## config.mk

```make
export PLATFORM = sky130hd
export DESIGN_NAME = logic_slice_cell
export DESIGN_NICKNAME = d
export VERILOG_FILES = /design/src/common/slice_pkg.sv /design/src/common/table_if.sv /design/src/logic/logic_slice_cell.sv /design/src/logic/table_store.sv
export SDC_FILE = /design/constraint.sdc
export NUM_CORES = 1
export LEC_CHECK = 0
export ABC_AREA = 1
export BUFFER_PORTS_ARGS = -buffer_cell sky130_fd_sc_hd__buf_2
export CORE_AREA = 2 2 219 221
export CTS_CLUSTER_SIZE = 12
export DETAILED_ROUTE_END_ITERATION = 12
export DIE_AREA = 0 0 221 223
export SLEW_MARGIN = 20
export SYNTH_ARGS = -nofsm -noshare
export SYNTH_HDL_FRONTEND = slang
export SYNTH_SLANG_ARGS = --single-unit
```

## constraint.sdc

```tcl
create_clock -name ref_clk -period 11.1 [get_ports ref_clk]
set_input_delay 2.22 -clock ref_clk [delete_from_list [all_inputs] [get_ports ref_clk]]
set_output_delay 2.22 -clock ref_clk [all_outputs]
set_load 0.02 [all_outputs]
```

## src/common/slice_pkg.sv

```systemverilog
`default_nettype none
package slice_pkg;
  localparam int NUM_SLICES = 4;
  // register byte offsets
  localparam logic [7:0] OFS_TABLE0    = 8'h00;
  localparam logic [7:0] OFS_TABLE3    = 8'h0c;
  localparam logic [7:0] OFS_SLICE_CFG = 8'h10;
  localparam logic [7:0] OFS_RIPPLE_OP = 8'h14;
  localparam logic [7:0] OFS_STATUS    = 8'h18;
  // per-slice configuration byte
  localparam int CFG_W         = 8;
  localparam int CFG_MODE      = 0;
  localparam int CFG_LATCH0    = 2;
  localparam int CFG_CLK_NEG   = 4;
  localparam int CFG_CLR_ASYNC = 5;
  localparam int CFG_CLR_SET   = 6;
  localparam int CFG_COMPANION = 7;
  localparam int OP_W          = 4;
  // status fields
  localparam int STAT_CARRY   = 8;
  localparam int STAT_HAS_RAM = 9;
  // table input positions within a slice
  localparam int IN_A0     = 0;
  localparam int IN_B0     = 1;
  localparam int IN_A1     = 4;
  localparam int IN_B1     = 5;
  localparam int IN_WDATA0 = 5;
  localparam int IN_WDATA1 = 6;
  localparam int IN_RAM_WE = 7;
  // reset values
  localparam logic [31:0] RST_TABLE = 32'h0000_0000;
  localparam logic [31:0] RST_CFG   = 32'h0000_0000;
  localparam logic [15:0] RST_OPS   = 16'h0000;

  typedef enum logic [1:0] {MODE_LOGIC, MODE_RIPPLE, MODE_RAM, MODE_ROM} mode_e;
  typedef enum logic [3:0] {
    OP_ADD, OP_SUB, OP_ADDSUB, OP_UP, OP_DOWN, OP_MULT, OP_GE, OP_NE, OP_LE
  } op_e;
endpackage
`default_nettype wire

```

## src/common/table_if.sv

```systemverilog
`timescale 1ns/100ps
`default_nettype none
interface table_if;
  logic                  bus_we;
  logic [1:0]            bus_idx;
  logic [31:0]           bus_data;
  logic [3:0]            ram_we;
  logic [3:0][3:0]       ram_addr;
  logic [3:0][1:0]       ram_data;
  logic [3:0][31:0]      contents;
  modport owner (input bus_we, bus_idx, bus_data, ram_we, ram_addr, ram_data,
                 output contents);
  modport user  (output bus_we, bus_idx, bus_data, ram_we, ram_addr, ram_data,
                 input contents);
endinterface
`default_nettype wire

```

## src/logic/logic_slice_cell.sv

```systemverilog
// What this block does
// - each table maps four inputs through a sixteen-entry truth table
// - multipurpose input selects between the two tables, giving a five-input function
// - each table output feeds a storage element, flip-flop or latch per element
// - local set/clear forces storage, either synchronously or asynchronously
// - storage responds to either clock polarity, edge or level
// - slice has 13 routing inputs plus carry in; 6 outputs plus carry out
// - outputs are table bypass, storage, five-input mux and wide mux results
// - ram-capable tile supports four modes; logic-only tile lacks ram
// - ripple mode adds, subtracts, add/subtracts, counts up/down, multiplies
// - ripple mode compares A and B: ge, ne, le
// - ripple slices form generate/propagate and pass carry along the chain
// - ram mode makes each slice a 16x2 single-port memory
// - dual-port pairs two slices; companion gives a read-only port
// - rom mode reads the two tables as logic mode does, on separate inputs, and has no write port
// - tile holds four slices, 54 inputs and 25 outputs
// - six, seven and eight input functions chain wide muxes; eight spans tiles
`timescale 1ns/100ps
`default_nettype none
module logic_slice_cell
  import slice_pkg::*;
#(
  parameter bit TILE_HAS_RAM = 1'b1
) (
  // clock and reset
  input  wire logic            ref_clk,
  input  wire logic            srst,
  // register bus
  input  wire logic [7:0]      address,
  input  wire logic            read,
  input  wire logic            write,
  input  wire logic [31:0]     writedata,
  input  wire logic [3:0]      byteenable,
  output logic      [31:0]     readdata,
  output logic                 waitrequest,
  // routing inputs
  input  wire logic [3:0][7:0] table_in,
  input  wire logic [3:0][1:0] multipurpose_in,
  input  wire logic [3:0]      clk_enable,
  input  wire logic [3:0]      local_set_clear,
  input  wire logic [3:0]      slice_clk,
  input  wire logic            fast_carry_input,
  input  wire logic            wide_chain_in,
  // routing outputs
  output logic      [3:0][1:0] table_bypass_out,
  output logic      [3:0][1:0] storage_out,
  output logic      [3:0]      five_input_mux_out,
  output logic      [3:0]      wide_mux_out,
  output logic                 fast_carry_output
);
  typedef struct packed {
    logic            waitrequest;
    logic [31:0]     rdata;
    logic [31:0]     cfg;
    logic [15:0]     ops;
    logic [3:0]      clk_prev;
    logic [3:0][1:0] q;
    logic [3:0][1:0] f_out;
    logic [3:0]      five;
    logic [3:0]      wide;
    logic            carry;
  } tile_s;

  tile_s st_q;
  tile_s nx;

  table_if tbl ();

  table_store u_store (
    .ref_clk (ref_clk),
    .srst    (srst),
    .tbl     (tbl)
  );

  // truth table lookup
  function automatic logic table_read(logic [15:0] t, logic [3:0] i);
    return t[i];
  endfunction

  // byte-lane write merge
  function automatic logic [31:0] byte_merge(logic [31:0] old, logic [31:0] nw,
                                             logic [3:0] be);
    logic [31:0] r;
    r = old;
    for (int b = 0; b < 4; b++) begin
      if (be[b]) begin
        r[b*8 +: 8] = nw[b*8 +: 8];
      end
    end
    return r;
  endfunction

  // two-bit arithmetic unit: {carry out, sum}
  function automatic logic [2:0] ripple2(op_e op, logic [1:0] a, logic [1:0] b,
                                         logic m, logic cin);
    logic [1:0] aa;
    logic [1:0] bb;
    logic [1:0] g;
    logic [1:0] p;
    logic       gen;
    logic       prop;
    logic       c1;
    aa = a;
    bb = b;
    case (op)
      OP_SUB:    bb = ~b;
      OP_ADDSUB: bb = m ? ~b : b;
      OP_UP:     bb = 2'h0;
      OP_DOWN:   bb = 2'h3;
      OP_MULT:   bb = b & {2{m}};
      OP_GE:     bb = ~b;
      OP_LE: begin
        aa = b;
        bb = ~a;
      end
      default:   bb = b;
    endcase
    g    = aa & bb;
    p    = aa ^ bb;
    gen  = g[1] | (p[1] & g[0]);
    prop = p[1] & p[0];
    c1   = g[0] | (p[0] & cin);
    if (op == OP_NE) begin
      return {cin | (a != b), a ^ b};
    end
    return {gen | (prop & cin), p ^ {c1, cin}};
  endfunction

  mode_e           mode_v [NUM_SLICES];
  logic [3:0][1:0] lut_f;
  logic [3:0][1:0] f_val;
  logic [4:0]      chain;
  logic [3:0]      five_c;
  logic [3:0]      evt_c;
  logic [3:0]      lvl_c;
  logic            six0;
  logic            six2;
  logic            seven;
  logic            eight;
  logic            any_ripple;

  always_comb begin
    int         src;
    op_e        op;
    logic [1:0] aa;
    logic [2:0] ar;
    logic       neg;
    logic       act;
    src        = 0;
    op         = OP_ADD;
    aa         = 2'h0;
    ar         = 3'h0;
    neg        = 1'b0;
    act        = 1'b0;
    nx         = st_q;
    lut_f      = '0;
    f_val      = '0;
    five_c     = '0;
    evt_c      = '0;
    lvl_c      = '0;
    chain      = '0;
    any_ripple = 1'b0;
    tbl.bus_we   = 1'b0;
    tbl.bus_idx  = address[3:2];
    tbl.bus_data = byte_merge(tbl.contents[address[3:2]], writedata, byteenable);
    tbl.ram_we   = '0;
    tbl.ram_addr = '0;
    tbl.ram_data = '0;
    chain[0]     = fast_carry_input;
    for (int s = 0; s < NUM_SLICES; s++) begin
      mode_v[s] = mode_e'(st_q.cfg[s*CFG_W+CFG_MODE +: 2]);
      op        = op_e'(st_q.ops[s*OP_W +: OP_W]);
      neg       = st_q.cfg[s*CFG_W+CFG_CLK_NEG];
      src       = ((s % 2 == 1) && st_q.cfg[s*CFG_W+CFG_COMPANION]) ? s - 1 : s;
      lut_f[s][0] = table_read(tbl.contents[s][15:0], table_in[s][3:0]);
      lut_f[s][1] = table_read(tbl.contents[s][31:16], table_in[s][7:4]);
      five_c[s] = multipurpose_in[s][0] ? lut_f[s][1] : lut_f[s][0];
      aa = (op == OP_UP || op == OP_DOWN) ? st_q.q[s] :
           {table_in[s][IN_A1], table_in[s][IN_A0]};
      ar = ripple2(op, aa, {table_in[s][IN_B1], table_in[s][IN_B0]},
                   multipurpose_in[s][0], chain[s]);
      chain[s+1] = chain[s];
      case (mode_v[s])
        MODE_RIPPLE: begin
          f_val[s]   = ar[1:0];
          chain[s+1] = ar[2];
          any_ripple = 1'b1;
        end
        MODE_RAM: begin
          f_val[s] = {table_read(tbl.contents[src][31:16], table_in[s][3:0]),
                      table_read(tbl.contents[src][15:0], table_in[s][3:0])};
        end
        default: begin
          f_val[s] = lut_f[s];
        end
      endcase
      // clock polarity, edge and level detection
      lvl_c[s] = slice_clk[s] ^ neg;
      evt_c[s] = neg ? (st_q.clk_prev[s] & ~slice_clk[s])
                     : (~st_q.clk_prev[s] & slice_clk[s]);
      nx.clk_prev[s] = slice_clk[s];
      if (mode_v[s] == MODE_RAM && TILE_HAS_RAM && src == s &&
          evt_c[s] && table_in[s][IN_RAM_WE]) begin
        tbl.ram_we[s]   = 1'b1;
        tbl.ram_addr[s] = table_in[s][3:0];
        tbl.ram_data[s] = {table_in[s][IN_WDATA1], table_in[s][IN_WDATA0]};
      end
      for (int i = 0; i < 2; i++) begin
        act = st_q.cfg[s*CFG_W+CFG_LATCH0+i] ? lvl_c[s] : evt_c[s];
        if (local_set_clear[s] && (st_q.cfg[s*CFG_W+CFG_CLR_ASYNC] || act)) begin
          nx.q[s][i] = st_q.cfg[s*CFG_W+CFG_CLR_SET];
        end else if (act && clk_enable[s]) begin
          nx.q[s][i] = f_val[s][i];
        end
      end
    end
    // wide multiplexer tree
    six0  = multipurpose_in[0][1] ? five_c[1] : five_c[0];
    six2  = multipurpose_in[2][1] ? five_c[3] : five_c[2];
    seven = multipurpose_in[1][1] ? six2 : six0;
    eight = multipurpose_in[3][1] ? wide_chain_in : seven;
    nx.f_out = f_val;
    nx.five  = five_c;
    nx.wide  = {eight, six2, seven, six0};
    nx.carry = chain[NUM_SLICES];
    // register bus slave
    if ((read || write) && st_q.waitrequest) begin
      nx.waitrequest = 1'b0;
      nx.rdata       = 32'h0000_0000;
      if (read) begin
        if (address <= OFS_TABLE3 && address[1:0] == 2'h0) begin
          nx.rdata = tbl.contents[address[3:2]];
        end else if (address == OFS_SLICE_CFG) begin
          nx.rdata = st_q.cfg;
        end else if (address == OFS_RIPPLE_OP) begin
          nx.rdata = {16'h0000, st_q.ops};
        end else if (address == OFS_STATUS) begin
          nx.rdata[7:0]          = st_q.q;
          nx.rdata[STAT_CARRY]   = st_q.carry;
          nx.rdata[STAT_HAS_RAM] = TILE_HAS_RAM;
        end
      end
    end else if (!st_q.waitrequest) begin
      nx.waitrequest = 1'b1;
      if (write) begin
        if (address <= OFS_TABLE3 && address[1:0] == 2'h0) begin
          tbl.bus_we = 1'b1;
        end else if (address == OFS_SLICE_CFG) begin
          nx.cfg = byte_merge(st_q.cfg, writedata, byteenable);
        end else if (address == OFS_RIPPLE_OP) begin
          nx.ops = 16'(byte_merge({16'h0000, st_q.ops}, writedata, byteenable));
        end
      end
    end
  end

  always_ff @(posedge ref_clk) begin
    if (srst) begin
      st_q             <= '0;
      st_q.waitrequest <= 1'b1;
      st_q.cfg         <= RST_CFG;
      st_q.ops         <= RST_OPS;
    end else begin
      st_q <= nx;
    end
  end

  assign readdata           = st_q.rdata;
  assign waitrequest        = st_q.waitrequest;
  assign table_bypass_out   = st_q.f_out;
  assign storage_out        = st_q.q;
  assign five_input_mux_out = st_q.five;
  assign wide_mux_out       = st_q.wide;
  assign fast_carry_output  = st_q.carry;
endmodule
`default_nettype wire

```

## src/logic/table_store.sv

```systemverilog
`timescale 1ns/100ps
`default_nettype none
module table_store
  import slice_pkg::*;
(
  // clock and reset
  input  wire logic ref_clk,
  input  wire logic srst,
  // table access
  table_if.owner    tbl
);
  typedef struct packed {
    logic [3:0][31:0] bits;
  } store_s;

  store_s st_q;
  store_s st_d;

  always_comb begin
    st_d = st_q;
    if (tbl.bus_we) begin
      st_d.bits[tbl.bus_idx] = tbl.bus_data;
    end
    for (int s = 0; s < NUM_SLICES; s++) begin
      if (tbl.ram_we[s]) begin
        st_d.bits[s][{1'b0, tbl.ram_addr[s]}] = tbl.ram_data[s][0];
        st_d.bits[s][{1'b1, tbl.ram_addr[s]}] = tbl.ram_data[s][1];
      end
    end
  end

  always_ff @(posedge ref_clk) begin
    if (srst) begin
      st_q.bits <= {NUM_SLICES{RST_TABLE}};
    end else begin
      st_q <= st_d;
    end
  end

  assign tbl.contents = st_q.bits;
endmodule
`default_nettype wire

```

==> impl_metrics.env <==
export IMPL_finalSetupTns_ns=0
export IMPL_io_buffers=159
export IMPL_rsz0062_at_grt="false"
export IMPL_combPwrFrac=0.119
export IMPL_leakage_uw=0.00714
export IMPL_drive_gt1_frac=0.0942
export IMPL_yosys_area_share_adder=0.0233
export IMPL_ir_worst_vdd_uv=108
export IMPL_critPathRequiredTime_ns=11.57
export IMPL_cts_clk_slew_worst_paths_ns=0.06
export IMPL_cts_sinks=238
export IMPL_cts_made_buffers=29
export IMPL_synthArstFlopShare=0
export IMPL_fin_crit_ns=5.44
export IMPL_r2r_setup_slack_ns=7.01
export IMPL_startpoint="table_in[16]"
export IMPL_whs_endpoint="st_q[52]"
export IMPL_drt_pass1_iter_count=6
export IMPL_yosysMostFrequentCell="nand2_1"
export IMPL_startpoint_type="primary input"
export IMPL_grt_max_degree=97
export IMPL_yosys_warnings=0
export IMPL_die_h_um=223
export IMPL_synth_edff_count=0
export IMPL_hp_class="reg2reg"
export IMPL_wl_per_cell_um=22.9
export IMPL_fin_total_pwr_uw=2130
export IMPL_postRouteAntennaNets=0
export IMPL_synthSimpleGateAreaFrac=0.218
export IMPL_clock_latency_ns=0.58
export IMPL_crit_path_max_fanout=20
export IMPL_antenna_found_initial=2
export IMPL_sw_frac_of_total=0.284
export IMPL_fmax_ghz=0.184
export IMPL_via_per_inst=5.84
export IMPL_worstSetupEndpointType="flop"
export IMPL_die_w_um=221
export IMPL_cts_buffer_depth=3
export IMPL_synth_compound_area_share=0.323
export IMPL_ctsHoldBuffers=0
export IMPL_ff2ff_path_depth=27
export IMPL_synth_area_leaders="dfxtp_1 29%, nand2_1 11%, o21ai_0 11%, a21oi_1 11%, inv_1 7.3%"
export IMPL_via_count=18905
export IMPL_finalNetCount=2731
export IMPL_outcome="complete, no violations"
export IMPL_io_pins=160
export IMPL_synth_top_family_by_area="compound AO/OA/AOI/OAI gates"
export IMPL_syn_cell_area_um2=16300
export IMPL_multi_input_area_um2=9360
export IMPL_ff_latch_area_um2=4760
export IMPL_grt_pass1_wl_um=109000
export IMPL_skew_ns=0.00938
export IMPL_cts_max_level=1
export IMPL_synth_top_cell_area_share=0.292
export IMPL_worst_pin_slew_ns=1.33
export IMPL_final_util=0.383
export IMPL_power_density_nw_per_um2=118
export IMPL_postSynthCellCount=2584
export IMPL_synth_seq_cells=238
export IMPL_pwr_share_clk=0.472
export IMPL_place_hpwl_um=57300
export IMPL_coreArea_um2=47100
export IMPL_fillers=5060
export IMPL_r2r_end="storage_out[7]"
export IMPL_hold_viol_final=0
export IMPL_drcViolationCount=0
export IMPL_hold_depth=2
export IMPL_reg2reg_from="st_q[35]"
export IMPL_p_sw_uw=603
export IMPL_worstHoldStart="st_q[52]"
export IMPL_area_growth_pct=10.8
export IMPL_yosys_top_cells_count="494 x nand2_1, 357 x o21ai_0, 342 x a21oi_1"
export IMPL_drv_cap=0
export IMPL_syn_area_per_cell_um2=6.30
export IMPL_syn_nets=2714
export IMPL_p_int_uw=1520
export IMPL_arrival_ns=5.91
export IMPL_routed_wirelength_um=74100
export IMPL_cts_root_buf="clkbuf_16"
export IMPL_synth_xor_area_frac=0.00806
export IMPL_finalSetupViolCount=0
export IMPL_p_seq_frac=0.409
export IMPL_tritoncts="done"
export IMPL_die_area_um2=49300
export IMPL_relSlewSlack=0.109
export IMPL_grt_use_total=0.288
export IMPL_ys_types=45
export IMPL_synthMuxAreaShare=0.00123
export IMPL_yosysSeqAreaShare=0.292
export IMPL_finalWeightedCongestion=0.973
export IMPL_slew_violations=0
export IMPL_yosys_most_used_dff="dfxtp_1"
export IMPL_critPathKind="in2reg"
export IMPL_grt_overflow=0
export IMPL_cts_resized=0
export IMPL_fin_crit_sh=0.490
export IMPL_netlist_top_cell_by_area="dfxtp_1"
export IMPL_grt_pass1_vias=17176
export IMPL_start_util=0.346
export IMPL_cts_setup_buffers=0
export IMPL_drt_iter0_markers=2394
export IMPL_row_count=80
-- cell usage in the layout (no fill, tap or decap), types with 3 or more instances in the layout --
master / n
clkbuf_8: 7
nor4_1: 7
o221ai_1: 23
a21oi_1: 342
a22oi_1: 32
dfxtp_1: 238
clkinv_1: 5
ha_1: 24
o211ai_1: 69
clkinv_2: 7
nand3_1: 147
inv_1: 314
a31oi_1: 14
a211oi_1: 14
o21ai_0: 353
fa_1: 4
o22ai_1: 14
xor2_1: 9
bufinv_16: 3
nor2_2: 3
nand4_1: 4
o21ai_1: 5
nor3_1: 8
a221oi_1: 46
o2111ai_1: 4
nand3b_1: 5
nor2_1: 178
clkbuf_16: 29
or2_2: 3
buf_4: 22
nand2_1: 494
xnor2_1: 6
o21bai_1: 3
buf_2: 158
-- worst max-delay path: stages --
cell and delay, ns:
buf_2 0.28, inv_1 0.32, o21ai_0 0.42, o22ai_1 0.11, a221oi_1 0.22, nand3_1 0.09
o21ai_0 0.16, inv_1 0.08, ha_1 0.18, nand2_1 0.05, inv_1 0.04, nor4_1 0.39
nand2_1 0.15, nand2_1 0.10, nand2_1 0.06, fa_1 0.38, xnor2_1 0.16, nand2_1 0.07
a31oi_1 0.22, nand2_1 0.08, nand3b_1 0.08, nand2_1 0.05
-- flip-flops by register name, indices dropped and copies added (netlist names), 4 cells and up --
name / cells
table_bypass_out: 8
five_input_mux_out: 4
storage_out: 8
readdata: 32
mode_v: 8
st_q: 44
u_store.tbl.contents: 128
wide_mux_out: 4
-- routing by layer --
metal	vias up	GRT usage	share of wire
met2	1063	0.441	0.43
li1	8792	-	-
met5	-	0	0.00012
met4	2	0.159	0.060
met1	8832	0.384	0.41
met3	216	0.0500	0.10
-- power groups by stage --
stage | sequential (uW) | clock, uW | combinational, uW
4_1_cts | 869 | 1010 | 246
6_report | 869 | 1000 | 253
5_1_grt | 869 | 1040 | 271
3_3_place_gp | 888 | 0 | 243
3_5_place_dp | 888 | 0 | 245
2_1_floorplan | 886 | 0 | 151
-- worst max-delay path by stage --
| stage | cells past startpoint | slack [ns] | end |
|---|---|---|---|
| final | 22 | 5.66 | storage_out[7] |
| after global routing | 22 | 5.28 | storage_out[7] |
| after CTS | 22 | 5.68 | storage_out[7] |
| after detailed placement | 22 | 5.08 | storage_out[7] |
| after global placement | 22 | 5.15 | storage_out[7] |
| after floorplan | 21 | 5.81 | storage_out[7] |
-- final cells by class --
class                           count  share of cell area
Clock buffer                       38              0.0460
Tap cell                          615              0.0426
Antenna cell                        2            0.000277
Sequential cell                   238               0.264
Timing Repair Buffer              180              0.0530
Clock inverter                     13             0.00846
Multi-Input combinational cell   1831               0.519
Inverter                          321              0.0668
-- through the flow --
step / std cells / setup slack [ns] / hold slack, ns / instance area [um^2]
2_1_floorplan: 2584 / 5.81 / 0.424 / 16300
3_3_place_gp: 3185 / 5.15 / 0.432 / 17000
3_5_place_dp: 3185 / 5.08 / 0.441 / 17000
4_1_cts: 3236 / 5.68 / 0.449 / 18000
5_1_grt: 3237 / 5.28 / 0.475 / 18000
6_report: 3238 / 5.66 / 0.452 / 18000
-- cell families after synthesis --
group | Yosys count
AO/OA/AOI/OAI | 926
XOR/XNOR | 15
adder cells (fa/ha/maj) | 28
buffers and inverters | 515
flip-flops | 238
multiplexers | 2
AND/OR/NAND/NOR | 860
Note: power is estimated with default switching activity, not from simulation.
